**src/hw/pcb_pkg.sv**
```systemverilog
package pcb_pkg;

  // ----------------------------------------------------------------
  // configuration offsets (byte addresses, all but HDR_OFFSET dword aligned)
  // ----------------------------------------------------------------
  localparam logic [7:0] TENURE_DW_OFFSET = 8'h0C;  // 0Ch lo half, 0Eh hi half
  localparam logic [7:0] HDR_OFFSET       = 8'h0E;
  localparam logic [7:0] WINDOW_OFFSET    = 8'h10;

  // ----------------------------------------------------------------
  // field positions and fixed values
  // ----------------------------------------------------------------
  localparam int          WIN_BASE_LSB      = 11;
  localparam int          WIN_BASE_W        = 21;
  localparam logic [31:0] WIN_ADDR_MASK     = 32'hFFFF_F800;
  localparam logic [7:0]  SELF_CHECK_VALUE  = 8'h00;
  localparam logic [7:0]  LAYOUT_CODE_VALUE = 8'h00;
  localparam logic [7:0]  TENURE_RESET      = 8'h00;
  localparam logic [7:0]  LINE_BURST_RESET  = 8'h00;
  localparam logic [20:0] WIN_BASE_RESET    = 21'h00_0000;
  localparam logic [7:0]  TENURE_CNT_RESET  = 8'h00;

  // ----------------------------------------------------------------
  // carriers
  // ----------------------------------------------------------------
  typedef struct packed {
    logic        rd;
    logic        wr;
    logic [7:0]  addr;
    logic [3:0]  be;
    logic [31:0] wdata;
  } pcb_cfg_req_t;

  typedef struct packed {
    logic frame_start;
    logic frame_done;
    logic gnt;
  } pcb_mst_t;

  typedef enum logic [1:0] {
    PCB_IDLE    = 2'b00,
    PCB_RUN     = 2'b01,
    PCB_EXPIRED = 2'b10
  } pcb_ten_state_t;

endpackage

```
**src/hw/pcb_cfg_regs.sv**
```systemverilog
`timescale 1ns/1ps
module pcb_cfg_regs (
  // clock and reset
  input  wire logic                 clk,
  input  wire logic                 rst_n,
  // configuration access
  input  wire pcb_pkg::pcb_cfg_req_t cfg_req,
  output logic [31:0]               cfg_rdata,
  output logic                      cfg_rvalid,
  // initiator side
  input  wire pcb_pkg::pcb_mst_t    mst,
  output logic                      mst_stop,
  output logic [7:0]                line_burst_length,
  // memory window decode
  input  wire logic [31:0]          mem_addr,
  output logic                      window_hit
);

  // ----------------------------------------------------------------
  // storage
  // ----------------------------------------------------------------
  logic [7:0]             tenure_limit_ff;
  logic [7:0]             line_burst_ff;
  logic [20:0]            window_base_upper_ff;
  logic [7:0]             tenure_cnt_ff;
  pcb_pkg::pcb_ten_state_t ten_state_ff;
  logic [31:0]            nxt_rdata;

  function automatic logic is_dw(input logic [7:0] a, input logic [7:0] off);
    return a[7:2] == off[7:2];
  endfunction

  wire wr_hdr = cfg_req.wr && is_dw(cfg_req.addr, pcb_pkg::TENURE_DW_OFFSET);
  wire wr_win = cfg_req.wr && is_dw(cfg_req.addr, pcb_pkg::WINDOW_OFFSET);

  // ----------------------------------------------------------------
  // writable fields, lane by lane
  // ----------------------------------------------------------------
  always_ff @(posedge clk or negedge rst_n) begin
    if (!rst_n) begin
      line_burst_ff   <= pcb_pkg::LINE_BURST_RESET;
      tenure_limit_ff <= pcb_pkg::TENURE_RESET;
    end else if (wr_hdr) begin
      if (cfg_req.be[0]) line_burst_ff <= cfg_req.wdata[7:0];
      if (cfg_req.be[1]) tenure_limit_ff <= cfg_req.wdata[15:8];
      // lanes 2-3 hit the read-only 0Eh half and are dropped
    end
  end

  // upper bits only; low lane bits 10-0 have no storage at all
  always_ff @(posedge clk or negedge rst_n) begin
    if (!rst_n) begin
      window_base_upper_ff <= pcb_pkg::WIN_BASE_RESET;
    end else if (wr_win) begin
      if (cfg_req.be[1]) window_base_upper_ff[4:0]   <= cfg_req.wdata[15:11];
      if (cfg_req.be[2]) window_base_upper_ff[12:5]  <= cfg_req.wdata[23:16];
      if (cfg_req.be[3]) window_base_upper_ff[20:13] <= cfg_req.wdata[31:24];
    end
  end

  // ----------------------------------------------------------------
  // read path
  // ----------------------------------------------------------------
  always_comb begin
    nxt_rdata = 32'h0000_0000;
    if (is_dw(cfg_req.addr, pcb_pkg::TENURE_DW_OFFSET)) begin
      nxt_rdata = {pcb_pkg::SELF_CHECK_VALUE, pcb_pkg::LAYOUT_CODE_VALUE,
                   tenure_limit_ff, line_burst_ff};
    end else if (is_dw(cfg_req.addr, pcb_pkg::WINDOW_OFFSET)) begin
      nxt_rdata = {window_base_upper_ff, 11'h000};
    end
  end

  always_ff @(posedge clk or negedge rst_n) begin
    if (!rst_n) begin
      cfg_rdata  <= 32'h0000_0000;
      cfg_rvalid <= 1'b0;
    end else begin
      cfg_rvalid <= cfg_req.rd;
      if (cfg_req.rd) cfg_rdata <= nxt_rdata;
    end
  end

  // ----------------------------------------------------------------
  // tenure counter
  // ----------------------------------------------------------------
  always_ff @(posedge clk or negedge rst_n) begin
    if (!rst_n) begin
      ten_state_ff  <= pcb_pkg::PCB_IDLE;
      tenure_cnt_ff <= pcb_pkg::TENURE_CNT_RESET;
    end else if (mst.frame_start) begin
      // a frame may start in the cycle the last one ends; never lose it
      tenure_cnt_ff <= pcb_pkg::TENURE_CNT_RESET;
      ten_state_ff  <= pcb_pkg::PCB_RUN;
    end else begin
      case (ten_state_ff)
        pcb_pkg::PCB_IDLE: begin
          ten_state_ff <= pcb_pkg::PCB_IDLE;
        end
        pcb_pkg::PCB_RUN: begin
          if (mst.frame_done) begin
            ten_state_ff <= pcb_pkg::PCB_IDLE;
          end else if (tenure_cnt_ff + 8'h01 >= tenure_limit_ff) begin
            ten_state_ff <= pcb_pkg::PCB_EXPIRED;
          end else begin
            tenure_cnt_ff <= tenure_cnt_ff + 8'h01;
          end
        end
        pcb_pkg::PCB_EXPIRED: begin
          if (mst.frame_done) ten_state_ff <= pcb_pkg::PCB_IDLE;
        end
        default: ten_state_ff <= pcb_pkg::PCB_IDLE;
      endcase
    end
  end

  // stop only while expired and grant gone; the initiator keeps the bus otherwise
  always_ff @(posedge clk or negedge rst_n) begin
    if (!rst_n) begin
      mst_stop <= 1'b0;
    end else begin
      mst_stop <= (ten_state_ff == pcb_pkg::PCB_EXPIRED) && !mst.gnt
                  && !mst.frame_done && !mst.frame_start;
    end
  end

  // ----------------------------------------------------------------
  // outputs to the rest of the function
  // ----------------------------------------------------------------
  always_ff @(posedge clk or negedge rst_n) begin
    if (!rst_n) begin
      line_burst_length <= pcb_pkg::LINE_BURST_RESET;
      window_hit        <= 1'b0;
    end else begin
      line_burst_length <= line_burst_ff;
      window_hit <= (mem_addr & pcb_pkg::WIN_ADDR_MASK)
                    == {window_base_upper_ff, 11'h000};
    end
  end
endmodule

```
**config.mk**
```make
export PLATFORM = sky130hd
export DESIGN_NAME = pcb_cfg_regs
export DESIGN_NICKNAME = d
export VERILOG_FILES = /design/src/hw/pcb_pkg.sv /design/src/hw/pcb_cfg_regs.sv
export SDC_FILE = /design/constraint.sdc
export NUM_CORES = 1
export LEC_CHECK = 0
export ABC_AREA = 0
export BUFFER_PORTS_ARGS = -buffer_cell sky130_fd_sc_hd__clkbuf_2
export CORE_MARGIN = 2
export CORE_UTILIZATION = 40
export CTS_BUF_LIST = sky130_fd_sc_hd__clkbuf_16
export DETAILED_ROUTE_END_ITERATION = 7
export HOLD_SLACK_MARGIN = 0.1
export PLACE_DENSITY = 0.78
export SYNTH_ARGS = -nofsm -noshare
export SYNTH_HDL_FRONTEND = slang
export SYNTH_SLANG_ARGS = --single-unit
```
**constraint.sdc**
```tcl
create_clock -name clk -period 2.5 [get_ports clk]
set_input_delay 0.25 -clock clk [delete_from_list [all_inputs] [get_ports clk]]
set_output_delay 0.25 -clock clk [all_outputs]
set_load 0.01 [all_outputs]
```
# After elaboration in Yosys (flattened, before gate mapping)
# Cells that the tools add are included.
dict set report word_totals {
  ff_bits 90
  input_bits 83
  out_inout_bits 43
  elab_cells 50
}
dict set report classes {
  addsub 1
  order_cmp 1
  n_eq_ne 9
  n_mux 11
  n_reduce_logical 16
}
# cell count
set ops {}
lappend ops {{$mux 32} 2}
lappend ops {{$mux 8} 4}
lappend ops {{$eq 21x21->1} 1}
lappend ops {{$reduce_and 2->1} 6}
lappend ops {{$add 8x1->8 const B} 1}
lappend ops {{$ge 8x8->1} 1}
lappend ops {{$mux 2} 4}
lappend ops {{$eq 6x2->1 const B} 1}
lappend ops {{$eq 6x3->1 const B} 1}
lappend ops {{$logic_and 1x1->1} 5}
lappend ops {{$ne 4x4->1 const B} 1}
lappend ops {{$pmux 2 s2} 1}
lappend ops {{$logic_not 1->1} 3}
lappend ops {{$ne 3x3->1 const B} 1}
lappend ops {{$reduce_and 3->1} 1}
lappend ops {{$eq 2x1->1 const B} 1}
lappend ops {{$eq 2x2->1 const B} 1}
lappend ops {{$ne 2x1->1 const B} 1}
lappend ops {{$ne 2x2->1 const B} 1}
lappend ops {{$reduce_bool 2->1} 1}

# Logic depth before layout (Yosys ltp)
# Gate-level depths: netlist of run 1.
dict set report depth {
  word_depth 6
  depth_mapped 9
  mapped_depth_nobuf 9
}

# Worst setup path after synthesis of run 1
# OpenSTA, ideal clock, no wires.
dict set report synth_timing {
  path_kind {register -> register}
  startpoint {register tenure_cnt_ff[0]}
  endpoint {register tenure_cnt_ff[0]}
  setup_time_ps 125
  arrival_time_ps 2419
  slack_ps -44
  stages_incl_launch_ff 10
  path_buffers 0
  period_less_slack_ps 2544
  cell_sequence {dfrtp_1 > ha_1 > nand3_1 > or2_2 > xnor2_1 > ha_1 > a21oi_1 > o211ai_1 > a21oi_1 > mux2_2}
}
dict set report synth_via {
  elab_chain_len 5
}
# item line_no
set synth_lines {}
lappend synth_lines {{start, declared} pcb_cfg_regs.sv:25} ;# logic [7:0] tenure_cnt_ff;
lappend synth_lines {{start signal, assigned} pcb_cfg_regs.sv:90} ;# tenure_cnt_ff <= pcb_pkg::TENURE_CNT_RESET;
lappend synth_lines {{start signal, assigned} pcb_cfg_regs.sv:93} ;# tenure_cnt_ff <= pcb_pkg::TENURE_CNT_RESET;
lappend synth_lines {{start signal, assigned} pcb_cfg_regs.sv:106} ;# tenure_cnt_ff <= tenure_cnt_ff + 8'h01;
lappend synth_lines {{$add 8x1->8 *} {pcb_cfg_regs.sv:103, pcb_cfg_regs.sv:106}}
lappend synth_lines {{parallel branches: the longest is 4 deep, another holds $ge 8x8->1} -}
# Every way passes the cells marked *. The select of a mux whose other input is x is not followed.
# A chain may end at the register's enable or synchronous reset.

# Worst setup path after layout of run 1
dict set report layout_timing {
  startpoint {register tenure_cnt_ff[0]}
  endpoint {register tenure_cnt_ff[3]}
}
# The elaborated chain is that of the path after synthesis.

==> flow_metrics.env, run 1 <==
export IMPL_critical_path_top_delay_family="compound AO/OA/AOI/OAI gates"
export IMPL_p_per_area_nw_per_um2=600
export IMPL_seq_area_um2=2250
export IMPL_grt_overflow_total=0
export IMPL_finalInstanceArea_um2=5200
export IMPL_core_area_um2=9820
export IMPL_ys_seq_area_frac=0.556
export IMPL_clkTransAtPathRegs_ns=0.06
export IMPL_relSlewSlack=0.204
export IMPL_htree_levels=3
export IMPL_num_antenna_cells=0
export IMPL_cts_max_path_buffers=2
export IMPL_maxCapViolCount=0
export IMPL_reg2reg_from="tenure_cnt_ff[0]"
export IMPL_finalMaxSlewViolations=0
export IMPL_yosys_warnings=0
export IMPL_drcViolationCount=0
export IMPL_dr_total_vias=3035
export IMPL_gp_congestion=0.857
export IMPL_required_ns=2.72
export IMPL_clkSinkCount=90
export IMPL_synth_seq_cells=90
export IMPL_power_mw=3.12
export IMPL_layout_common_cells="111 x clkbuf_2, 90 x dfrtp_1, 44 x mux2_2"
export IMPL_setup_ws_ns=0.0613
export IMPL_cts_root_buf="clkbuf_16"
export IMPL_track_usage=0.179
export IMPL_drtIter0Drc=132
export IMPL_critPathLaunchType="flip-flop"
export IMPL_syn_area_um2=4050
export IMPL_min_path_type="primary input to flip-flop"
export IMPL_start_util=0.412
export IMPL_ys_types=32
export IMPL_cp_cell_sequence="ha_2 -> nand3_2 -> or2_4 -> xnor2_4 -> ha_4 -> a21oi_2 -> o211ai_1 -> buf_4 -> a211oi_2 -> mux2_2"
export IMPL_synth_cells=353
export IMPL_cp_arrival_ns=2.66
export IMPL_synth_edf_count=0
export IMPL_die_w_um=105
export IMPL_synth_top_family_by_area="multiplexers"
export IMPL_rsz0062_at_grt="true"
export IMPL_synthFlopType="dfrtp_1"
export IMPL_synthSimpleGateAreaFrac=0.113
export IMPL_rows=36
export IMPL_grt_pass1_vias=3134
export IMPL_fmax_ghz=0.410
export IMPL_ant_nets=0
export IMPL_routedWlPerCell_um=15.4
export IMPL_hold_viol=0
export IMPL_end_kind="flip-flop"
export IMPL_placement_cell_area_um2=4810
export IMPL_pwr_share_seq=0.507
export IMPL_die_area_um2=10900
export IMPL_synth_fa_ha_area_frac=0.0278
export IMPL_worst_path_buf_inv=1
export IMPL_p_sw_mw=0.773
export IMPL_irDropWorstVdd_mv=0.285
export IMPL_syn_avg_cell_area_um2=11.5
export IMPL_place_port_buffers=112
export IMPL_synthTopCellsByArea="dfrtp_1 56%, mux2_2 12%, xor2_1 3.9%"
export IMPL_p_leak_nw=2.57
export IMPL_viasPerCell=4.96
export IMPL_drt_wl_total_um=9400
export IMPL_area_delta_synth_final_pct=28.5
export IMPL_p_clk_frac=0.374
export IMPL_regToRegEndpoint="tenure_cnt_ff[3]"
export IMPL_syn_nets=445
export IMPL_cp_slowest_cell="dfrtp_1"
export IMPL_fin_crit_ns=2.44
export IMPL_critPathMaxStageDelay_ns=0.37
export IMPL_fp_dieH_um=105
export IMPL_grt_max_degree=66
export IMPL_period_share=0.975
export IMPL_r2r_cells=10
export IMPL_antenna_found_initial=0
export IMPL_top_level_ports=126
export IMPL_cts_buffers=9
export IMPL_multiInputGateArea_um2=1710
export IMPL_tightest_slew_ns=1.19
export IMPL_layout_commonest_cell="clkbuf_2"
export IMPL_first_pass_iters=4
export IMPL_p_int_mw=2.35
export IMPL_whs_path_depth=2
export IMPL_synth_area_leader_cell="dfrtp_1"
export IMPL_p_sw_frac=0.247
export IMPL_synthXorXnorAreaFrac=0.0606
export IMPL_fin_util=0.530
export IMPL_clock_latency_ns=0.33
export IMPL_hpwl_um=6810
export IMPL_critical_path_class="flip-flop to flip-flop"
export IMPL_pre_cts_ws_ns=-0.131
export IMPL_synthMuxAreaShare=0.125
export IMPL_drive_gt1_frac=0.424
export IMPL_worstHoldStart="mst[1]"
export IMPL_finClkSkew_ns=0.00558
export IMPL_n_fill_cell=879
export IMPL_status="complete, no violations"
export IMPL_async_flop_share=1.00
export IMPL_cp_max_fo=3
export IMPL_finalSetupTns_ns=0
export IMPL_combPwrFrac=0.119
export IMPL_holdPathEnd="ten_state_ff[1]"
export IMPL_synth_compound_area_frac=0.0695
export IMPL_grt_pass1_wl_um=15300
export IMPL_nets=568
export IMPL_cts_tree="yes"
export IMPL_ff2ff_setup_slack_ns=0.06
export IMPL_synth_top_cell_area_share=0.556
export IMPL_setup_violations=0
-- stage by stage --
| step | hold WS, ns | instances |
|---|---|---|
| after global routing | 0.132 | 612 |
| after CTS | 0.120 | 611 |
| after global placement | 0.312 | 594 |
| after detailed placement | 0.329 | 594 |
| final | 0.136 | 612 |
| after floorplan | -0.0456 | 353 |
-- power groups by stage --
stage	Combinational [mW]	Sequential, mW	Clock [mW]
final	0.372	1.58	1.17
after global placement	0.329	1.60	0
after floorplan	0.168	1.61	0
after global routing	0.412	1.59	1.27
after CTS	0.361	1.58	1.20
after detailed placement	0.338	1.61	0
-- how the worst max path moves through the flow --
stage,slack [ns],depth (start not counted),startpoint,end
2_1_floorplan,-0.02,9,tenure_cnt_ff[0],tenure_cnt_ff[2]
3_3_place_gp,-0.03,9,tenure_cnt_ff[0],tenure_cnt_ff[7]
3_5_place_dp,-0.13,9,tenure_cnt_ff[0],tenure_cnt_ff[2]
4_1_cts,-0.002,10,tenure_cnt_ff[0],tenure_cnt_ff[0]
5_1_grt,-0.04,9,tenure_cnt_ff[6],tenure_cnt_ff[6]
6_report,0.06,10,tenure_cnt_ff[0],tenure_cnt_ff[3]
-- per-layer routing --
metal  up-vias  wire (um)  global-route usage
li1       1458          -                   -
met5         -          0                   0
met3        20        413              0.0349
met1      1475       4200               0.233
met2        82       4540               0.284
met4         0        251              0.0933
-- kinds of logic (layout without fill, tap and decap cells) --
family	Yosys count	in the layout
DFF	90	90
and+or+nand+nor	81	81
buffers and inverters	51	177
AOI/OAI and AO/OA	49	49
muxes	45	45
xor gates and xnor gates	28	28
adders and majority gates	9	9
-- repair_timing --
| item | 4_1_cts | 5_1_grt |
|---|---|---|
| hold buffers | 1 | 0 |
| hold endpoints to repair | 49 | 0 |
| pin swaps | 3 | 4 |
| endpoints found under the setup margin | 10 | 10 |
| setup buffers | 2 | 1 |
| resized for setup | 8 | 11 |
-- sequential cells by signal, indices dropped and copies added (netlist names) --
| signal | count |
|---|---|
| window_base_upper_ff | 21 |
| line_burst_length | 8 |
| window_hit | 1 |
| ten_state_ff | 2 |
| mst_stop | 1 |
| tenure_cnt_ff | 8 |
| line_burst_ff | 8 |
| cfg_rdata | 32 |
| tenure_limit_ff | 8 |
| cfg_rvalid | 1 |
-- final cells by class --
| class | instances | area share |
|---|---|---|
| clock buffer | 9 | 0.0433 |
| clock inverter | 5 | 0.00457 |
| inverter | 37 | 0.0267 |
| multi-input combinational | 212 | 0.329 |
| sequential | 90 | 0.433 |
| tap | 133 | 0.0320 |
| timing repair buffer | 126 | 0.132 |
-- Yosys cell counts, types with 6 or more instances --
cell type and instances:
a211oi_1 6, a21oi_1 8, clkbuf_1 9, dfrtp_1 90
ha_1 9, inv_1 37, mux2_2 44, nand3_1 31
nor2_1 13, nor2b_1 7, o21ai_0 28, xnor2_1 10
xor2_1 18
(Power assumes the default switching activity.)
==> run 2: changes to the inputs <==
- CORE_MARGIN: 2 -> not set
- PLACE_DENSITY: 0.78 -> 0.76
- clock period: 2.5 -> 2.55 ns (I/O delays scaled with it)
==> run 2 against run 1 <==
  * Clock-buffer cell count stayed put
  * Die area is 3.8% lower
  * Non-clock buffer count grew 3
  * Power is 6.9% higher
  * Register-to-register slack got worse by 0.04 ns
  * Final area grew 1.1%
  * Critical endpoint is now tenure_cnt_ff[5]
==> flow_metrics.env, run 2 (synthesis gave the netlist of run 1 again) <==
export IMPL_seq_area_um2=2250
export IMPL_period_share=0.992
export IMPL_drt_wl_total_um=9380
export IMPL_place_port_buffers=112
export IMPL_gp_congestion=0.841
export IMPL_grt_max_degree=52
export IMPL_layout_commonest_cell="clkbuf_2"
export IMPL_grt_overflow_total=0
export IMPL_required_ns=2.77
export IMPL_dp_cells=595
export IMPL_cp_slowest_cell="dfrtp_1"
export IMPL_area_delta_synth_final_pct=29.9
export IMPL_grt_pass1_wl_um=14200
export IMPL_antenna_found_initial=0
export IMPL_htree_levels=3
export IMPL_p_leak_nw=2.61
export IMPL_path_common_cell="buf_4"
export IMPL_fmax_ghz=0.395
export IMPL_viasPerCell=4.93
export IMPL_top_regs="cfg_rdata (32), window_base_upper_ff (21)"
export IMPL_first_pass_iters=4
export IMPL_layout_common_cells="111 x clkbuf_2, 90 x dfrtp_1, 41 x mux2_2"
export IMPL_relSlewSlack=0.570
export IMPL_drtIter0Drc=72
export IMPL_top_level_ports=126
export IMPL_cts_tree="yes"
export IMPL_min_path_type="primary input to flip-flop"
export IMPL_clock_latency_ns=0.33
export IMPL_critical_path_class="flip-flop to flip-flop"
export IMPL_tightest_slew_ns=0.645
export IMPL_final_cells=617
export IMPL_clkTransAtPathRegs_ns=0.06
export IMPL_cts_buffers=9
export IMPL_worst_path_buf_inv=2
export IMPL_finalMaxSlewViolations=0
export IMPL_maxCapViolCount=0
export IMPL_setup_violations=0
export IMPL_track_usage=0.181
export IMPL_drcViolationCount=0
export IMPL_fin_util=0.538
export IMPL_cp_max_fo=7
export IMPL_hpwl_um=6740
export IMPL_dr_total_vias=3041
export IMPL_routedWlPerCell_um=15.2
export IMPL_cp_cell_sequence="ha_2 -> buf_4 -> buf_4 -> xor2_1 -> ha_1 -> o21ai_0 -> a21oi_4 -> a211oi_2 -> mux2_2"
export IMPL_grt_pass1_vias=2970
export IMPL_regMostFlops="cfg_rdata"
export IMPL_critPathLaunchType="flip-flop"
export IMPL_die_w_um=103
export IMPL_die_area_um2=10500
export IMPL_cts_root_buf="clkbuf_16"
export IMPL_status="complete, no violations"
export IMPL_fp_dieH_um=103
export IMPL_end_kind="flip-flop"
export IMPL_rsz0062_at_grt="true"
export IMPL_cts_max_path_buffers=2
export IMPL_largest_register_ffs=32
export IMPL_num_antenna_cells=0
export IMPL_core_area_um2=9770
export IMPL_irDropWorstVdd_mv=0.311
export IMPL_drive_gt1_frac=0.428
export IMPL_fin_crit_ns=2.53
export IMPL_cp_arrival_ns=2.75
export IMPL_rows=36
export IMPL_ant_nets=0
export IMPL_n_fill_cell=851
export IMPL_start_util=0.414
export IMPL_nets=571
export IMPL_finClkSkew_ns=0.00776
export IMPL_p_per_area_nw_per_um2=635
export IMPL_critical_path_top_delay_family="compound AO/OA/AOI/OAI gates"
export IMPL_hold_viol=0
export IMPL_critPathMaxStageDelay_ns=0.40
export IMPL_multiInputGateArea_um2=1690
export IMPL_clkSinkCount=90
==> run 2: layer usage <==
| layer | GRT usage | vias up | wire (um) |
|---|---|---|---|
| met2 | 0.299 | 75 | 4670 |
| met1 | 0.234 | 1486 | 4150 |
| li1 | - | 1468 | - |
| met5 | 0 | - | 0 |
| met4 | 0.0659 | 0 | 150 |
| met3 | 0.0420 | 12 | 402 |
==> run 2: cell type report <==
type	count	area share
multi-input cells	212	0.320
clock buffers	9	0.0428
inverters	37	0.0264
flip-flops and latches	90	0.428
clock inverters	7	0.0188
well taps	133	0.0316
repair buffers	129	0.132
==> run 2: where the power goes <==
part | total, mW | switching [mW] | internal (mW)
sequential | 1.55 | 0.0522 | 1.50
clock | 1.42 | 0.553 | 0.867
combinational | 0.370 | 0.202 | 0.168
==> run 2: repair_timing <==
| item | 4_1_cts | 5_1_grt |
|---|---|---|
| buffers inserted | 3 | 2 |
| resized for setup | 4 | 14 |
| setup endpoints to repair | 10 | 10 |
| hold endpoints to repair | 49 | 0 |
| pin swaps | 1 | 9 |
| hold buffers | 1 | 0 |
==> run 2: worst paths after layout <==
kind / from / to / slack (ns) / cells after the start
max in group asynchronous: rst_n / cfg_rdata[15] / 1.32 / 3
worst min-delay path: mst[1] / mst_stop / 0.14 / 2
worst max register to register: tenure_cnt_ff[1] / tenure_cnt_ff[5] / 0.02 / 9
min in group asynchronous: rst_n / cfg_rdata[4] / 0.47 / 2
worst min register to register: line_burst_ff[1] / line_burst_length[1] / 0.39 / 0
worst max-delay path: tenure_cnt_ff[1] / tenure_cnt_ff[5] / 0.02 / 9
==> run 2: metrics by stage <==
step           power [mW]  worst slack [ns]  setup TNS (ns)  cell area, um2  hold slack [ns]
3_5_place_dp         1.91           -0.0954          -0.584            4800            0.317
5_1_grt              3.49           -0.0838          -0.583            5260            0.134
3_3_place_gp         1.90           -0.0137         -0.0137            4800            0.313
2_1_floorplan        1.74           0.00600               0            4050          -0.0406
4_1_cts              3.37           -0.0234         -0.0660            5180            0.111
6_report             3.34            0.0211               0            5260            0.137
==> run 3: changes to the inputs <==
- CAP_MARGIN: not set -> 15
- CORE_MARGIN: not set -> 1.5
==> run 3 against run 2 <==
  * Sequential power barely moved
  * Worst setup slack barely moved
  * Power fell by 5.1%
==> flow_metrics.env, run 3 (synthesis gave the netlist of run 1 again) <==
export IMPL_drtIter0Drc=101
export IMPL_die_w_um=104
export IMPL_grt_overflow_total=0
export IMPL_finalMaxSlewViolations=0
export IMPL_die_area_um2=10700
export IMPL_fp_dieH_um=104
export IMPL_fin_hold_ws_ns=0.152
export IMPL_drive_gt1_frac=0.427
export IMPL_track_usage=0.181
export IMPL_cts_max_path_buffers=2
export IMPL_viasPerCell=4.89
export IMPL_p_leak_nw=2.59
export IMPL_layout_common_cells="111 x clkbuf_2, 90 x dfrtp_1, 39 x mux2_2"
export IMPL_area_delta_synth_final_pct=30.1
export IMPL_finClkSkew_ns=0.00863
export IMPL_largest_register_ffs=32
export IMPL_place_port_buffers=112
export IMPL_reg2reg_from="tenure_cnt_ff[1]"
export IMPL_antenna_found_initial=0
export IMPL_cts_buffers=9
export IMPL_p_sw_frac=0.260
export IMPL_combPwrFrac=0.121
export IMPL_worstHoldStart="cfg_req[7]"
export IMPL_grt_max_degree=66
export IMPL_hpwl_um=6890
export IMPL_required_ns=2.76
export IMPL_rows=36
export IMPL_top_level_ports=126
export IMPL_critical_path_class="flip-flop to flip-flop"
export IMPL_clock_latency_ns=0.33
export IMPL_startpoint="tenure_cnt_ff[1]"
export IMPL_grt_pass1_wl_um=15500
export IMPL_layout_commonest_cell="clkbuf_2"
export IMPL_top_regs="cfg_rdata (32), window_base_upper_ff (21)"
export IMPL_cp_max_fo=7
export IMPL_end_kind="flip-flop"
export IMPL_pre_cts_ws_ns=-0.0589
export IMPL_start_util=0.414
export IMPL_cp_cell_sequence="ha_2 -> nand3_1 -> or2_4 -> xnor2_1 -> ha_1 -> a21oi_2 -> o211ai_1 -> buf_4 -> a211oi_2 -> mux2_4"
export IMPL_p_per_area_nw_per_um2=602
export IMPL_maxCapViolCount=0
export IMPL_routedWlPerCell_um=15.4
export IMPL_cp_slowest_cell="dfrtp_1"
export IMPL_critPathLaunchType="flip-flop"
export IMPL_tightest_slew_ns=0.738
export IMPL_clkSinkCount=90
export IMPL_p_int_mw=2.35
export IMPL_dr_total_vias=3022
export IMPL_status="complete, no violations"
export IMPL_grt_pass1_vias=3150
export IMPL_core_area_um2=9770
export IMPL_period_share=0.992
export IMPL_regMostFlops="cfg_rdata"
export IMPL_gp_congestion=0.847
export IMPL_nets=572
export IMPL_p_sw_mw=0.825
export IMPL_pwr_share_seq=0.489
export IMPL_cts_tree="yes"
export IMPL_fmax_ghz=0.395
export IMPL_setup_violations=0
export IMPL_p_clk_frac=0.389
export IMPL_hold_viol=0
export IMPL_relSlewSlack=0.508
export IMPL_drt_wl_total_um=9510
export IMPL_cp_arrival_ns=2.74
export IMPL_ant_nets=0
export IMPL_num_antenna_cells=0
export IMPL_irDropWorstVdd_mv=0.286
export IMPL_fin_crit_ns=2.53
export IMPL_min_path_type="primary input to flip-flop"
export IMPL_htree_levels=3
export IMPL_first_pass_iters=4
export IMPL_clkTransAtPathRegs_ns=0.07
export IMPL_critPathMaxStageDelay_ns=0.38
export IMPL_cts_root_buf="clkbuf_16"
export IMPL_setup_ws_ns=0.0214
export IMPL_drcViolationCount=0
[run 3: changes by cell type in the layout (fill, tap and decap cells not counted), moves of 2 or more]
cell | previous run | this run
inv_6 | 3 | 1
clkinv_4 | 0 | 2
mux2_4 | 3 | 5
bufinv_16 | 2 | 0
mux2_2 | 41 | 39
[run 3: worst max-delay path: cells and delay by family, from the launching register on]
kind / cells / cell delay (ns)
buffers and inverters: 1 / 0.20
AOI/OAI and AO/OA: 3 / 0.45
and+or+nand+nor: 2 / 0.39
DFF: 1 / 0.38
adders and majority gates: 2 / 0.54
xor gates and xnor gates: 1 / 0.13
muxes: 1 / 0.32
[run 3: area by class of cell]
cell class	count	area, um2
timing repair buffer	130	724
tap	133	166
multi-input combinational	212	1710
fill	868	4510
clock buffer	9	225
clock inverter	7	53.8
sequential	90	2250
inverter	37	139
[run 3: path summary, 6_finish.rpt]
path	to	slack, ns	cells past startpoint
min in group asynchronous	cfg_rdata[3]	0.52	2
worst max register to register	tenure_cnt_ff[5]	0.02	10
worst min register to register	line_burst_length[1]	0.40	0
worst min-delay path	line_burst_ff[7]	0.15	2
max in group asynchronous	window_base_upper_ff[0]	1.30	3
worst max-delay path	tenure_cnt_ff[5]	0.02	10
[run 3: power by group through the flow]
stage	combinational, mW	clock, mW	sequential [mW]
final	0.385	1.23	1.55
after global routing	0.425	1.33	1.56
after CTS	0.371	1.26	1.55
after detailed placement	0.342	0	1.58
after global placement	0.334	0	1.57
after floorplan	0.162	0	1.58
[run 3: metrics by stage]
step | setup TNS [ns] | power [mW] | util | cell area, um2 | instances
after floorplan | 0 | 1.74 | - | 4050 | 353
after global placement | -0.000323 | 1.91 | 0.492 | 4810 | 596
after detailed placement | -0.361 | 1.92 | 0.492 | 4810 | 596
after CTS | 0 | 3.18 | 0.529 | 5170 | 617
after global routing | -0.402 | 3.32 | 0.539 | 5270 | 618
final | 0 | 3.17 | 0.539 | 5270 | 618
[run 3: per-layer routing]
metal / track usage / part of all wire
met1: 0.240 / 0.46
met2: 0.300 / 0.49
met4: 0.0536 / 0.010
met5: 0 / 0
met3: 0.0390 / 0.037
[run 3: what timing repair did]
| action | CTS | global route |
|---|---|---|
| buffers inserted | 4 | 2 |
| gates resized for setup | 8 | 15 |
| hold buffers | 1 | 0 |
| hold endpoints to repair | 58 | 0 |
| pin swaps | 1 | 15 |
| endpoints found under the setup margin | 8 | 9 |
